### src/hdl/nbh_consts.svh
// timing figures, command codes and counts for the nand bus host
`ifndef NBH_CONSTS_SVH
`define NBH_CONSTS_SVH
`define NBH_CLK_NS 40
`define NBH_FLOOR(ns) ((ns) / `NBH_CLK_NS)
`define NBH_CEIL(ns) (((ns) + `NBH_CLK_NS - 1) / `NBH_CLK_NS)
`define NBH_PROG_NS 600000
`define NBH_READ_NS 70000
`define NBH_DBSY_NS 1000
`define NBH_FEAT_NS 1000
`define NBH_OTP_NS 50000
`define NBH_ERASE_NS 3500000
`define NBH_RST_IDLE_NS 5000
`define NBH_RST_RD_NS 10000
`define NBH_RST_PE_NS 500000
`define NBH_ADL_NS 70
`define NBH_WB_NS 100
`define NBH_GAP_CYC 3'(`NBH_CEIL(`NBH_ADL_NS))
`define NBH_WB_CYC 3'(`NBH_CEIL(`NBH_WB_NS) + 3)
`define NBH_RD_CYC 3'h5
`define NBH_NOP_MAX 3'h4
`define NBH_ROW_IDX 3'h2
`define NBH_TW 17
`define NBH_C_RD1 8'h00
`define NBH_C_RD2 8'h30
`define NBH_C_RDI 8'h85
`define NBH_C_RDO1 8'h05
`define NBH_C_RDO2 8'he0
`define NBH_C_ID 8'h90
`define NBH_C_PARM 8'hec
`define NBH_C_UID 8'hed
`define NBH_C_SETF 8'hef
`define NBH_C_GETF 8'hee
`define NBH_C_RST 8'hff
`define NBH_C_PROG 8'h80
`define NBH_C_PCONF 8'h10
`define NBH_C_CACHE 8'h15
`define NBH_C_PLANE 8'h11
`define NBH_C_ERS 8'h60
`define NBH_C_ECONF 8'hd0
`define NBH_C_EPLANE 8'hd1
`define NBH_C_STAT 8'h70
`define NBH_C_ESTAT 8'h78
`endif

### src/hdl/nbh_pkg.sv
// types shared by the nand bus host
package nbh_pkg;
  typedef enum logic [1:0] {OP_CMD, OP_ADDR, OP_DIN, OP_DOUT} nbh_op_type;
  typedef struct packed {
    nbh_op_type  op;    // kind of bus cycle
    logic [7:0]  data;  // command or address byte
  } nbh_req_type;
  typedef struct packed {
    logic ce_n;
    logic cle;
    logic ale;
    logic we_n;
    logic read_strobe_n;
    logic wp_n;
  } nbh_pins_type;
  typedef struct packed {
    logic busy;     // waiting on the device
    logic timeout;  // busy outlasted its bound
    logic refused;  // request dropped
  } nbh_stat_type;
  typedef enum logic [2:0] {ST_IDLE, ST_SETUP, ST_STROBE, ST_HOLD, ST_GAP, ST_WB, ST_BUSY} nbh_state_type;
endpackage

### src/hdl/nbh_host.sv
// nand bus host: strobe sequencer, busy watch and write data fifo
`timescale 1ns/1ps
`include "nbh_consts.svh"

module nbh_fifo #(parameter int unsigned W = 8, D = 32, AW = $clog2(D)) (
  input  wire logic         clk,
  input  wire logic         rst_n,
  input  wire logic         in_valid,
  input  wire logic [W-1:0] in_data,
  output logic              in_ready,
  output logic              out_valid,
  output logic [W-1:0]      out_data,
  input  wire logic         out_ready
);
  logic [W-1:0]  mem [D];      // storage, depth must be a power of two
  logic [AW-1:0] wr_q, wr_d, rd_q, rd_d;
  logic [AW:0]   cnt_q, cnt_d;  // words held
  logic          push, pop;
  logic          rdy_q, rdy_d;  // room flag, registered so in_ready leaves a flip-flop
  // pointer and count next values
  always_comb begin
    push      = in_valid && in_ready;
    pop       = out_valid && out_ready;
    in_ready  = rdy_q;
    out_valid = cnt_q != '0;
    out_data  = mem[rd_q];
    wr_d      = push ? wr_q + 1'b1 : wr_q;
    rd_d      = pop ? rd_q + 1'b1 : rd_q;
    cnt_d     = cnt_q + (AW+1)'(push) - (AW+1)'(pop);
    rdy_d     = cnt_d != (AW+1)'(D);
  end
  // pointers reset, storage does not need to
  always_ff @(posedge clk or negedge rst_n) begin
    if (!rst_n) begin
      wr_q  <= '0;
      rd_q  <= '0;
      cnt_q <= '0;
      rdy_q <= 1'b1;
    end else begin
      wr_q  <= wr_d;
      rd_q  <= rd_d;
      cnt_q <= cnt_d;
      rdy_q <= rdy_d;
    end
  end
  always_ff @(posedge clk) begin
    if (push) mem[wr_q] <= in_data;
  end
endmodule // nbh_fifo

module nbh_host import nbh_pkg::*; #(
  parameter int unsigned PROG_LIMIT   = `NBH_FLOOR(`NBH_PROG_NS),
  parameter int unsigned ERASE_LIMIT  = `NBH_FLOOR(`NBH_ERASE_NS),
  parameter int unsigned RST_PE_LIMIT = `NBH_FLOOR(`NBH_RST_PE_NS)
) (
  input  wire logic        clk,
  input  wire logic        rst_n,
  input  wire nbh_req_type req,
  input  wire logic        req_valid,
  output logic             req_ack,
  input  wire logic [7:0]  wdata,
  input  wire logic        wdata_valid,
  output logic             wdata_ready,
  output logic [7:0]       rdata,
  output logic             rdata_valid,
  input  wire logic        protect_req,
  output nbh_stat_type     stat,
  output nbh_pins_type     pins,
  output logic [7:0]       dq_out,
  output logic             dq_oe,
  input  wire logic [7:0]  dq_in,
  input  wire logic        ready_busy_n
);
  nbh_state_type   st_q, st_d;
  nbh_op_type      op_q, op_d;
  nbh_pins_type    pins_d;
  nbh_stat_type    stat_d;
  logic [7:0]      byte_q, byte_d, dout_d, rdata_d;
  logic            oe_d, rvalid_d, ack_d;
  logic [2:0]      cnt_q, cnt_d;          // phase counter
  logic [`NBH_TW-1:0] timer_q, timer_d, limit_q, limit_d;
  logic            wait_q, wait_d;        // busy wait in progress
  logic            pe_q, pe_d, rd_q, rd_d; // class of the pending operation
  logic            smode_q, smode_d;      // last command was a status read
  logic [2:0]      nop_q, nop_d, aidx_q, aidx_d;
  logic [23:0]     row_q, row_d, last_q, last_d;
  logic [2:0]      rb_s_q;                // ready pin synchroniser
  logic            rb_q, rb_d;            // filtered ready level
  logic [7:0]      dq_s1_q, dq_s2_q, dq_s3_q, dq_lvl_q, dq_lvl_d;
  logic            take, fifo_valid, fifo_pop;
  logic [7:0]      fifo_data;

  // write data is buffered so a page can stream in while a busy wait runs
  nbh_fifo #(.W(8), .D(32)) u_fifo (
    .clk(clk), .rst_n(rst_n), .in_valid(wdata_valid), .in_data(wdata), .in_ready(wdata_ready),
    .out_valid(fifo_valid), .out_data(fifo_data), .out_ready(fifo_pop));

  function automatic logic cmd_known(input logic [7:0] c);
    case (c)
      `NBH_C_RD1, `NBH_C_RD2, `NBH_C_RDI, `NBH_C_RDO1, `NBH_C_RDO2, `NBH_C_ID, `NBH_C_PARM,
      `NBH_C_UID, `NBH_C_SETF, `NBH_C_GETF, `NBH_C_RST, `NBH_C_PROG, `NBH_C_PCONF, `NBH_C_CACHE,
      `NBH_C_PLANE, `NBH_C_ERS, `NBH_C_ECONF, `NBH_C_EPLANE, `NBH_C_STAT, `NBH_C_ESTAT: return 1'b1;
      default: return 1'b0;
    endcase
  endfunction
  function automatic logic cmd_write(input logic [7:0] c);
    case (c)
      `NBH_C_PROG, `NBH_C_RDI, `NBH_C_PCONF, `NBH_C_CACHE, `NBH_C_PLANE, `NBH_C_ERS,
      `NBH_C_ECONF, `NBH_C_EPLANE, `NBH_C_SETF: return 1'b1;
      default: return 1'b0;
    endcase
  endfunction
  // busy bound for a command; zero means no busy follows it
  function automatic logic [`NBH_TW-1:0] cmd_limit(input logic [7:0] c, input logic rd, input logic pe);
    case (c)
      `NBH_C_PCONF, `NBH_C_CACHE: return `NBH_TW'(PROG_LIMIT);
      `NBH_C_PLANE, `NBH_C_EPLANE: return `NBH_TW'(`NBH_FLOOR(`NBH_DBSY_NS));
      `NBH_C_GETF: return `NBH_TW'(`NBH_FLOOR(`NBH_FEAT_NS));
      `NBH_C_SETF: return `NBH_TW'(`NBH_FLOOR(`NBH_OTP_NS));
      `NBH_C_RD2: return `NBH_TW'(`NBH_FLOOR(`NBH_READ_NS));
      `NBH_C_ECONF: return `NBH_TW'(ERASE_LIMIT);
      `NBH_C_RST: return pe ? `NBH_TW'(RST_PE_LIMIT) :
                         rd ? `NBH_TW'(`NBH_FLOOR(`NBH_RST_RD_NS)) : `NBH_TW'(`NBH_FLOOR(`NBH_RST_IDLE_NS));
      default: return '0;
    endcase
  endfunction

  // request admission: while busy only status, reset or status data may pass
  always_comb begin
    take = req_valid && !req_ack && !(req.op == OP_DIN && !fifo_valid) &&
           (st_q == ST_IDLE || (st_q == ST_BUSY && !rb_q && timer_q < limit_q &&
            ((req.op == OP_CMD && (req.data == `NBH_C_STAT || req.data == `NBH_C_ESTAT ||
              req.data == `NBH_C_RST)) || (req.op == OP_DOUT && smode_q))));
  end

  // sequencer next values
  always_comb begin
    st_d = st_q; op_d = op_q; byte_d = byte_q; cnt_d = cnt_q; wait_d = wait_q;
    limit_d = limit_q; pe_d = pe_q; rd_d = rd_q; smode_d = smode_q; nop_d = nop_q;
    aidx_d = aidx_q; row_d = row_q; last_d = last_q; rdata_d = rdata;
    pins_d = pins; dout_d = dq_out; oe_d = dq_oe; rvalid_d = 1'b0; ack_d = 1'b0;
    stat_d = '{busy: wait_q, timeout: 1'b0, refused: 1'b0};
    fifo_pop = 1'b0;
    timer_d = wait_q ? timer_q + 1'b1 : '0;
    case (st_q)
      ST_IDLE, ST_BUSY: begin
        if (st_q == ST_BUSY && rb_q) begin
          wait_d = 1'b0; pe_d = 1'b0; rd_d = 1'b0; st_d = ST_IDLE;
        end else if (st_q == ST_BUSY && timer_q >= limit_q) begin
          wait_d = 1'b0; pe_d = 1'b0; rd_d = 1'b0; st_d = ST_IDLE;
          stat_d.timeout = 1'b1;
        end else if (take) begin
          ack_d = 1'b1;
          if (req.op == OP_CMD && (!cmd_known(req.data) || (cmd_write(req.data) && protect_req))) begin
            stat_d.refused = 1'b1;
          end else if (req.op == OP_CMD && req.data == `NBH_C_PCONF && row_q == last_q && nop_q == `NBH_NOP_MAX) begin
            stat_d.refused = 1'b1;
          end else begin
            op_d = req.op; byte_d = req.data; st_d = ST_SETUP;
            if (req.op == OP_DIN) begin
              byte_d = fifo_data; fifo_pop = 1'b1;
            end
            if (req.op == OP_CMD) begin
              aidx_d = '0;
              smode_d = req.data == `NBH_C_STAT || req.data == `NBH_C_ESTAT;
              if (req.data == `NBH_C_ECONF) nop_d = '0;
              if (req.data == `NBH_C_PCONF) begin
                last_d = row_q;
                nop_d = row_q == last_q ? nop_q + 3'h1 : 3'h1;
              end
            end
            if (req.op == OP_ADDR) begin
              aidx_d = aidx_q + 3'h1;
              if (aidx_q >= `NBH_ROW_IDX) row_d = {row_q[15:0], req.data};
            end
          end
        end
      end
      ST_SETUP: begin
        pins_d.ce_n = 1'b0;
        pins_d.cle = op_q == OP_CMD;
        pins_d.ale = op_q == OP_ADDR;
        oe_d = op_q != OP_DOUT;
        dout_d = byte_q;
        pins_d.we_n = op_q == OP_DOUT;
        pins_d.read_strobe_n = op_q != OP_DOUT;
        cnt_d = '0; st_d = ST_STROBE;
      end
      ST_STROBE: begin
        cnt_d = cnt_q + 3'h1;
        if (op_q != OP_DOUT) begin
          pins_d.we_n = 1'b1; st_d = ST_HOLD;
        end else if (cnt_q == `NBH_RD_CYC) begin
          // the bus is re-sampled after three stages, so the strobe is stretched
          rdata_d = dq_lvl_q; rvalid_d = 1'b1;
          pins_d.read_strobe_n = 1'b1; st_d = ST_HOLD;
        end
      end
      ST_HOLD: begin
        pins_d.cle = 1'b0; pins_d.ale = 1'b0; oe_d = 1'b0;
        cnt_d = '0; st_d = ST_GAP;
      end
      ST_GAP: begin
        // spacing covers write-to-read turnaround and address-to-data delay
        cnt_d = cnt_q + 3'h1;
        if (cnt_q == `NBH_GAP_CYC - 3'h1) begin
          cnt_d = '0;
          st_d = wait_q ? ST_BUSY : ST_IDLE;
          if (op_q == OP_CMD && cmd_limit(byte_q, rd_q, pe_q) != '0) begin
            limit_d = cmd_limit(byte_q, rd_q, pe_q);
            wait_d = 1'b1; timer_d = '0; st_d = ST_WB;
            if (byte_q != `NBH_C_RST) begin
              pe_d = cmd_write(byte_q); rd_d = !cmd_write(byte_q);
            end
          end
        end
      end
      ST_WB: begin
        // ready may drop late and the synchroniser lags: wait before looking
        cnt_d = cnt_q + 3'h1;
        if (cnt_q == `NBH_WB_CYC) st_d = ST_BUSY;
      end
      default: st_d = ST_IDLE;
    endcase
    if (st_d == ST_IDLE || st_d == ST_WB || st_d == ST_BUSY) pins_d.ce_n = 1'b1;
    pins_d.wp_n = (wait_d && pe_d) ? 1'b1 : !protect_req;
    stat_d.busy = wait_d;
  end

  // filtered levels change only when the second and third stages agree
  always_comb begin
    rb_d = rb_s_q[1] == rb_s_q[2] ? rb_s_q[2] : rb_q;
    dq_lvl_d = dq_s2_q == dq_s3_q ? dq_s3_q : dq_lvl_q;
  end

  // state registers; pins idle deselected with strobes high
  always_ff @(posedge clk or negedge rst_n) begin
    if (!rst_n) begin
      st_q <= ST_IDLE; op_q <= OP_CMD; byte_q <= 8'h00; cnt_q <= 3'h0;
      timer_q <= '0; limit_q <= '0; wait_q <= 1'b0; pe_q <= 1'b0; rd_q <= 1'b0;
      smode_q <= 1'b0; nop_q <= 3'h0; aidx_q <= 3'h0; row_q <= 24'h000000; last_q <= 24'h000000;
      pins <= '{ce_n: 1'b1, cle: 1'b0, ale: 1'b0, we_n: 1'b1, read_strobe_n: 1'b1, wp_n: 1'b0};
      dq_out <= 8'h00; dq_oe <= 1'b0; rdata <= 8'h00; rdata_valid <= 1'b0; req_ack <= 1'b0;
      stat <= '0; rb_s_q <= 3'h0; rb_q <= 1'b0;
      dq_s1_q <= 8'h00; dq_s2_q <= 8'h00; dq_s3_q <= 8'h00; dq_lvl_q <= 8'h00;
    end else begin
      st_q <= st_d; op_q <= op_d; byte_q <= byte_d; cnt_q <= cnt_d;
      timer_q <= timer_d; limit_q <= limit_d; wait_q <= wait_d; pe_q <= pe_d; rd_q <= rd_d;
      smode_q <= smode_d; nop_q <= nop_d; aidx_q <= aidx_d; row_q <= row_d; last_q <= last_d;
      pins <= pins_d; dq_out <= dout_d; dq_oe <= oe_d; rdata <= rdata_d;
      rdata_valid <= rvalid_d; req_ack <= ack_d; stat <= stat_d;
      rb_s_q <= {rb_s_q[1:0], ready_busy_n}; rb_q <= rb_d;
      dq_s1_q <= dq_in; dq_s2_q <= dq_s1_q; dq_s3_q <= dq_s2_q; dq_lvl_q <= dq_lvl_d;
    end
  end
endmodule // nbh_host

### config.mk
export PLATFORM = sky130hd
export DESIGN_NAME = nbh_host
export DESIGN_NICKNAME = d
export VERILOG_FILES = /design/src/hdl/nbh_pkg.sv /design/src/hdl/nbh_host.sv
export VERILOG_INCLUDE_DIRS = /design/src /design/src/hdl
export SDC_FILE = /design/constraint.sdc
export NUM_CORES = 1
export LEC_CHECK = 0
export ABC_AREA = 1
export BUFFER_PORTS_ARGS = -buffer_cell sky130_fd_sc_hd__buf_2
export CORE_MARGIN = 2
export CORE_UTILIZATION = 56
export DETAILED_ROUTE_END_ITERATION = 6
export PLACE_DENSITY_LB_ADDON = 0.05
export SYNTH_ARGS = -nofsm -noshare
export SYNTH_HDL_FRONTEND = slang
export SYNTH_SLANG_ARGS = --single-unit
### constraint.sdc
create_clock -name clk -period 3.35 [get_ports clk]
set_input_delay 0.335 -clock clk [delete_from_list [all_inputs] [get_ports clk]]
set_output_delay 0.335 -clock clk [all_outputs]
set_load 0.01 [all_outputs]
==> After elaboration in Yosys (flattened, before gate mapping) <==
Memory sizes are Yosys's and may differ from the RTL's.
Index checks and enable logic that the tools add are counted.
{ "word_totals": {"out_inout_bits": 29, "n_memories": 1, "regBits": 188, "mem_bits_rw": 256, "word_cells": 275, "in_bits": 32} }
{ "op_classes": {"n_reduce_logical": 67, "mux": 93, "n_addsub": 8, "order_cmp": 3, "n_bitwise": 5, "n_eq_ne": 61} }
{ "mem_list": {"columns": ["name", "depth", "word_bits", "read_ports", "rd_clocked_by_memory_dff", "wr", "line", "text"], "rows": [
  ["u_fifo.mem", 32, 8, 1, 0, 1, "nbh_host.sv:15", "logic [W-1:0] mem [D];"]
]} }
{ "ops": {"columns": ["op", "count"], "rows": [
  ["$eq 8x8->1 const B", 18],
  ["$mux 17", 6],
  ["$pmux 17 s6", 1],
  ["$mux 1", 56],
  ["$mux 3", 17],
  ["$eq 8x5->1 const B", 6],
  ["$eq 8x7->1 const B", 4],
  ["$eq 24x24->1", 1],
  ["$eq 3x3->1 const B", 8],
  ["$reduce_and 8->1", 3],
  ["$logic_and 1x1->1", 20],
  ["$reduce_or 20->1", 1],
  ["$pmux 3 s6", 1],
  ["$reduce_or 9->1", 2],
  ["$add 17x1->17 const B", 1],
  ["$ge 17x17->1", 1],
  ["$lt 17x17->1", 1],
  ["$reduce_bool 17->1", 1],
  ["$eq 8x6->1 const B", 2],
  ["$mux 8", 2],
  ["$mux 14", 1],
  ["$ne 2x2->1 const B", 7],
  ["$reduce_and 7->1", 2],
  ["$reduce_bool 2->1", 6],
  ["33 further kinds", 69]
]} }

==> Logic depth before layout (Yosys ltp) <==
{ "depth": {"word_depth": 24, "ltp_mapped": 29, "ltp_nobuf": 29} }

==> Hierarchy <==
From an unflattened synthesis, not the netlist that was laid out.
{ "unflattened": {"hier_cells": 2120, "hier_area_um2": 20034.2} }
{ "modules_own_cells": {"columns": ["mod", "instances", "cells_each", "area_per_inst_um2"], "rows": [
  ["nbh_fifo", 1, 1134, 11862.6],
  ["nbh_host", 1, 986, 8171.6]
]} }

==> Worst setup path before layout <==
No wires, ideal clock.
{ "synth_path": {"path_kind": "reg2reg", "startpoint": "reg timer_q[7]", "endpoint": "reg u_fifo.rdy_q (netlist: u_fifo.in_ready)", "path_stages_with_launch": 24, "path_buffers": 0, "arrival_ns": 3.210, "synth_period_minus_slack_ns": 3.299, "setup_slack_ns": 0.051, "setup_ns": 0.089, "path_cell_list": "dfrtp_1 -> ha_1 -> nand2_1 -> nor2_1 -> nand2_1 -> nor2_1 -> nand2_1 -> inv_1 -> nor2_1 -> nand2_1 -> nand2_1 -> nand2_2 -> inv_1 -> nand2_1 -> inv_1 -> ha_1 -> inv_1 -> ha_1 -> inv_1 -> fa_1 -> o21a_1 -> xor2_1 -> nor4_1 -> nand3_1"} }
{ "synth_via": {"elab_chain_len": 12} }
{ "synth_lines": {"columns": ["element", "line", "text"], "rows": [
  ["from (decl)", "nbh_host.sv:81", "logic [`NBH_TW-1:0] timer_q, timer_d, limit_q, limit_d;"],
  ["from (signal assigned)", "nbh_host.sv:248", "timer_q <= timer_d; limit_q <= limit_d; wait_q <= wait_d; pe_q <= pe_d; rd_q <= rd_d;"],
  ["$lt 17x17->1", "nbh_host.sv:131", "(st_q == ST_IDLE || (st_q == ST_BUSY && !rb_q && timer_q < limit_q &&"],
  ["$logic_and 1x1->1 (2 in a row)", "nbh_host.sv:131", null],
  ["$logic_or 1x1->1", "nbh_host.sv:131", null],
  ["$logic_and 1x1->1", "nbh_host.sv:130", "take = req_valid && !req_ack && !(req.op == OP_DIN && !fifo_valid) &&"],
  ["$mux 1", "nbh_host.sv:152", "end else if (take) begin"],
  ["$mux 1 (*)", "nbh_host.sv:149", "end else if (st_q == ST_BUSY && timer_q >= limit_q) begin"],
  ["$mux 1 (*)", "nbh_host.sv:147", "if (st_q == ST_BUSY && rb_q) begin"],
  ["$mux 1 (*)", "nbh_host.sv:145", "case (st_q)"],
  ["$logic_and 1x1->1 (*)", "nbh_host.sv:23", "pop = out_valid && out_ready;"],
  ["net u_fifo.pop", "nbh_host.sv:18", "logic push, pop;"],
  ["$sub 6x1->6 (*)", "nbh_host.sv:29", "cnt_d = cnt_q + (AW+1)'(push) - (AW+1)'(pop);"],
  ["net u_fifo.cnt_d[4]", "nbh_host.sv:17", "logic [AW:0] cnt_q, cnt_d;"],
  ["$ne 6x6->1 (*)", "nbh_host.sv:30", "rdy_d = cnt_d != (AW+1)'(D);"],
  ["net u_fifo.rdy_d", "nbh_host.sv:19", "logic rdy_q, rdy_d;"],
  ["to (signal assigned)", "nbh_host.sv:43", "rdy_q <= rdy_d;"],
  ["to (decl)", "nbh_host.sv:19", null]
]} }
Mark *: on every way through the listed nets, which the timed path passes. The rest lies on a longest branch.
A chain may end at the register's enable or synchronous reset.

==> Final worst setup path <==
{ "layout_path": {"startpoint": "reg timer_q[11]", "endpoint": "reg u_fifo.rdy_q (netlist: u_fifo.in_ready)"} }
The elaborated chain is that of the path after synthesis.

==> out/results.txt <==
GRT Overall Usage: 25.6%
Worst EP required: 3.84 ns
number of routed nets with antenna violations: 0
worst vdd rail ir drop: 0.741 mV
die area: 35500 um2
Pleak: 9.31 nW
Die X: 189 um
count leader, synth: nand2_1
Hold Crit Class: in -> reg
total power: 17.4 mW
Synth top area share: 40.3%
routed vias/inst: 5.56
clock power share: 31.0%
WL/cell: 18.6 um
Final Hold Fails: 0
count of final setup violators: 0
worst skew pair latency: 0.59 ns
sequential-to-total area share from yosys stat: 64.6%
CP Max Fanout: 2
Clock Pin Slew Worst Setup and Hold Paths: 0.06 ns
grt total ovfl: 0
CP Launch Type: flop
DPL Wire Length: 28000 um
status: complete, but fails checks
RSZ-0062 raised after global routing: yes
GRT met2 Usage: 41.1%
CP Data Arrival Time: 3.79 ns
CTS H-Tree Depth: 2
max-slew violations: 0
Power Density: 778 nW/um2
max_cap viols: 0
1st-iter DRT viols: 1011
P_sw: 5.93 mW
wirelength, routed: 45000 um
P&R area growth vs syn: 17.1%
M3 GR Usage: 4.62%
fin nets: 2004
root buffer cell: clkbuf_16
Mapped Avg Cell Area: 10.6 um2
vias in the first global route: 13000
Post-Syn Instances: 1792
post-synth cell types: 52
failing checks: design-rule violations
main area contributors after synthesis: edfxtp_1, dfrtp_1, nand2_1, o21ai_0, nor2_1
Fin Setup TNS: 0 ns
core area: 33500 um2
Warnings, synthesis: 0
DRC viols: 3
ant diodes: 0
DIE HEIGHT: 189 um
CTS tree: done
fraction of layout cells with a size suffix above 1: 15.6%
Power Internal: 11.4 mW
first-pass GRT wire length: 70600 um
clk sinks: 441
Worst Hold Slack: 0.0823 ns
leading area contributor after synthesis: edfxtp_1
GRT met1 Usage: 35.3%
Primary FF master, synth: edfxtp_1
switching part of the total power: 34.2%
Finished Core Util: 66.5%
type of the worst setup path: reg -> reg
Final Critical Period: 3.30 ns
combinational fraction of design power: 29.3%
CP Capture Type: flop
total CTS buffers: 46
ys async rst share: 42.0%
number of I/O port buffers: 60
Max Fclk: 0.303 GHz
most crowded layer after global routing: met2
antenna violations before repair: 0
CTS max path bufs: 3
Final Skew: 0.0252 ns
Post-synth EDFFs: 256
I/O pins: 61
Syn Std Cell Area: 19100 um2
Initial Util: 56.9%
DR pass1 iterations: 7
global placer's final weighted congestion: 0.873
Slew @ Worst Pin: 1.10 ns
final worst path period share: 98.4%
Worst slew margin: 26.2%
Seq cells post-synth: 441
total nets after synthesis: 1861
Via Count: 13500
Post-synth top cells: nand2_1, edfxtp_1, nor2_1, o21ai_0, dfrtp_1
site row count: 67
largest net degree at the start of global routing: 131
sequential power share: 39.8%
-- flip-flops by register name, summed over array words and instances (netlist names), 14 cells and up --
name	cells
last_q	24
timer_q	17
row_q	24
u_fifo.mem	256
limit_q	14
-- final timing paths --
kind | start | end | slack [ns] | cells after the start
max in group asynchronous | rst_n | u_fifo.rd_q[0] | 2.04 | 3
hold reg to reg | dq_s1_q[4] | dq_s2_q[4] | 0.35 | 0
min in group asynchronous | rst_n | timer_q[15] | 0.32 | 2
setup reg to reg | timer_q[11] | u_fifo.in_ready | 0.05 | 23
setup / recovery | timer_q[11] | u_fifo.in_ready | 0.05 | 23
hold / removal | req[8] | op_q[0] | 0.08 | 3
-- per-stage QoR --
step / std cells / setup WS (ns) / area [um2]
after floorplan: 1792 / 0.0506 / 19100
after detailed placement: 2305 / -0.295 / 20200
after global routing: 2420 / -0.151 / 22300
final: 2420 / 0.0524 / 22300
after CTS: 2416 / -0.0395 / 22200
after global placement: 2305 / -0.149 / 20200
-- cells by family (layout without fill, tap and decap cells) --
| group | count (synthesis) | count (layout) | share of synthesized area [%] |
|---|---|---|---|
| multiplexers | 8 | 8 | 0.473 |
| XOR/XNOR | 46 | 46 | 2.11 |
| adder cells (fa/ha/maj) | 38 | 38 | 2.52 |
| AO/OA/AOI/OAI | 342 | 342 | 10.4 |
| flip-flops | 441 | 441 | 64.6 |
| buffers and inverters | 231 | 411 | 4.84 |
| AND/OR/NAND/NOR | 686 | 686 | 15.1 |
-- metal layers --
layer | routed length (um) | vias up
li1 | - | 6432
met1 | 19500 | 6568
met2 | 21400 | 379
met3 | 2650 | 85
met4 | 1450 | 0
met5 | 0 | -
-- cell type report --
class	instances	area [um2]
tap	448	561
fill	2520	11200
clock inverter	20	314
multi-input combinational	1120	6040
sequential	441	12300
timing repair buffer	164	1170
inverter	162	614
clock buffer	65	1280
-- timing repair --
item,in CTS,in global routing
hold endpoints to repair,68,0
hold buffers,11,0
setup endpoints to repair,1,37
setup buffers,15,4
pin swaps,24,17
resized for setup,22,31
-- cell usage in the layout, fill, tap and decap left out, types with 13 or more instances in the layout --
master | Yosys | layout
nor2_1 | 254 | 248
clkbuf_16 | 0 | 47
dfrtp_1 | 181 | 180
buf_4 | 3 | 87
inv_1 | 152 | 140
buf_2 | 6 | 59
nand4_1 | 31 | 31
a21oi_1 | 31 | 28
nand3_1 | 65 | 65
xor2_1 | 25 | 24
o221ai_1 | 25 | 25
ha_1 | 36 | 26
nor3_1 | 17 | 17
o21ai_0 | 196 | 195
inv_2 | 4 | 13
xnor2_1 | 21 | 21
clkbuf_1 | 51 | 14
nand2_1 | 294 | 284
o22ai_1 | 43 | 43
edfxtp_1 | 256 | 256
-- worst max-delay path, stage by stage (launching register included) --
cell     delay, ns
dfrtp_1       0.38
ha_1          0.30
nand2_2       0.09
inv_1         0.04
nand2_1       0.07
nand2_2       0.07
a21oi_4       0.16
nand2_2       0.09
nor2_4        0.10
nand2_1       0.06
nand2_1       0.07
nand2_2       0.07
inv_2         0.05
nand2_2       0.06
inv_2         0.10
ha_4          0.21
inv_4         0.06
ha_4          0.13
inv_2         0.04
fa_2          0.36
o21a_1        0.23
xor2_2        0.16
nor4_2        0.23
nand3_1       0.11
-- power groups by stage --
| stage | sequential [mW] | clock (mW) | combinational, mW |
|---|---|---|---|
| after global routing | 6.97 | 5.68 | 5.69 |
| after CTS | 6.89 | 5.46 | 4.96 |
| after global placement | 6.97 | 0 | 4.74 |
| after floorplan | 6.89 | 0 | 3.23 |
| after detailed placement | 7.00 | 0 | 4.85 |
| final | 6.90 | 5.38 | 5.08 |
Power figures use the tool's default switching activity.
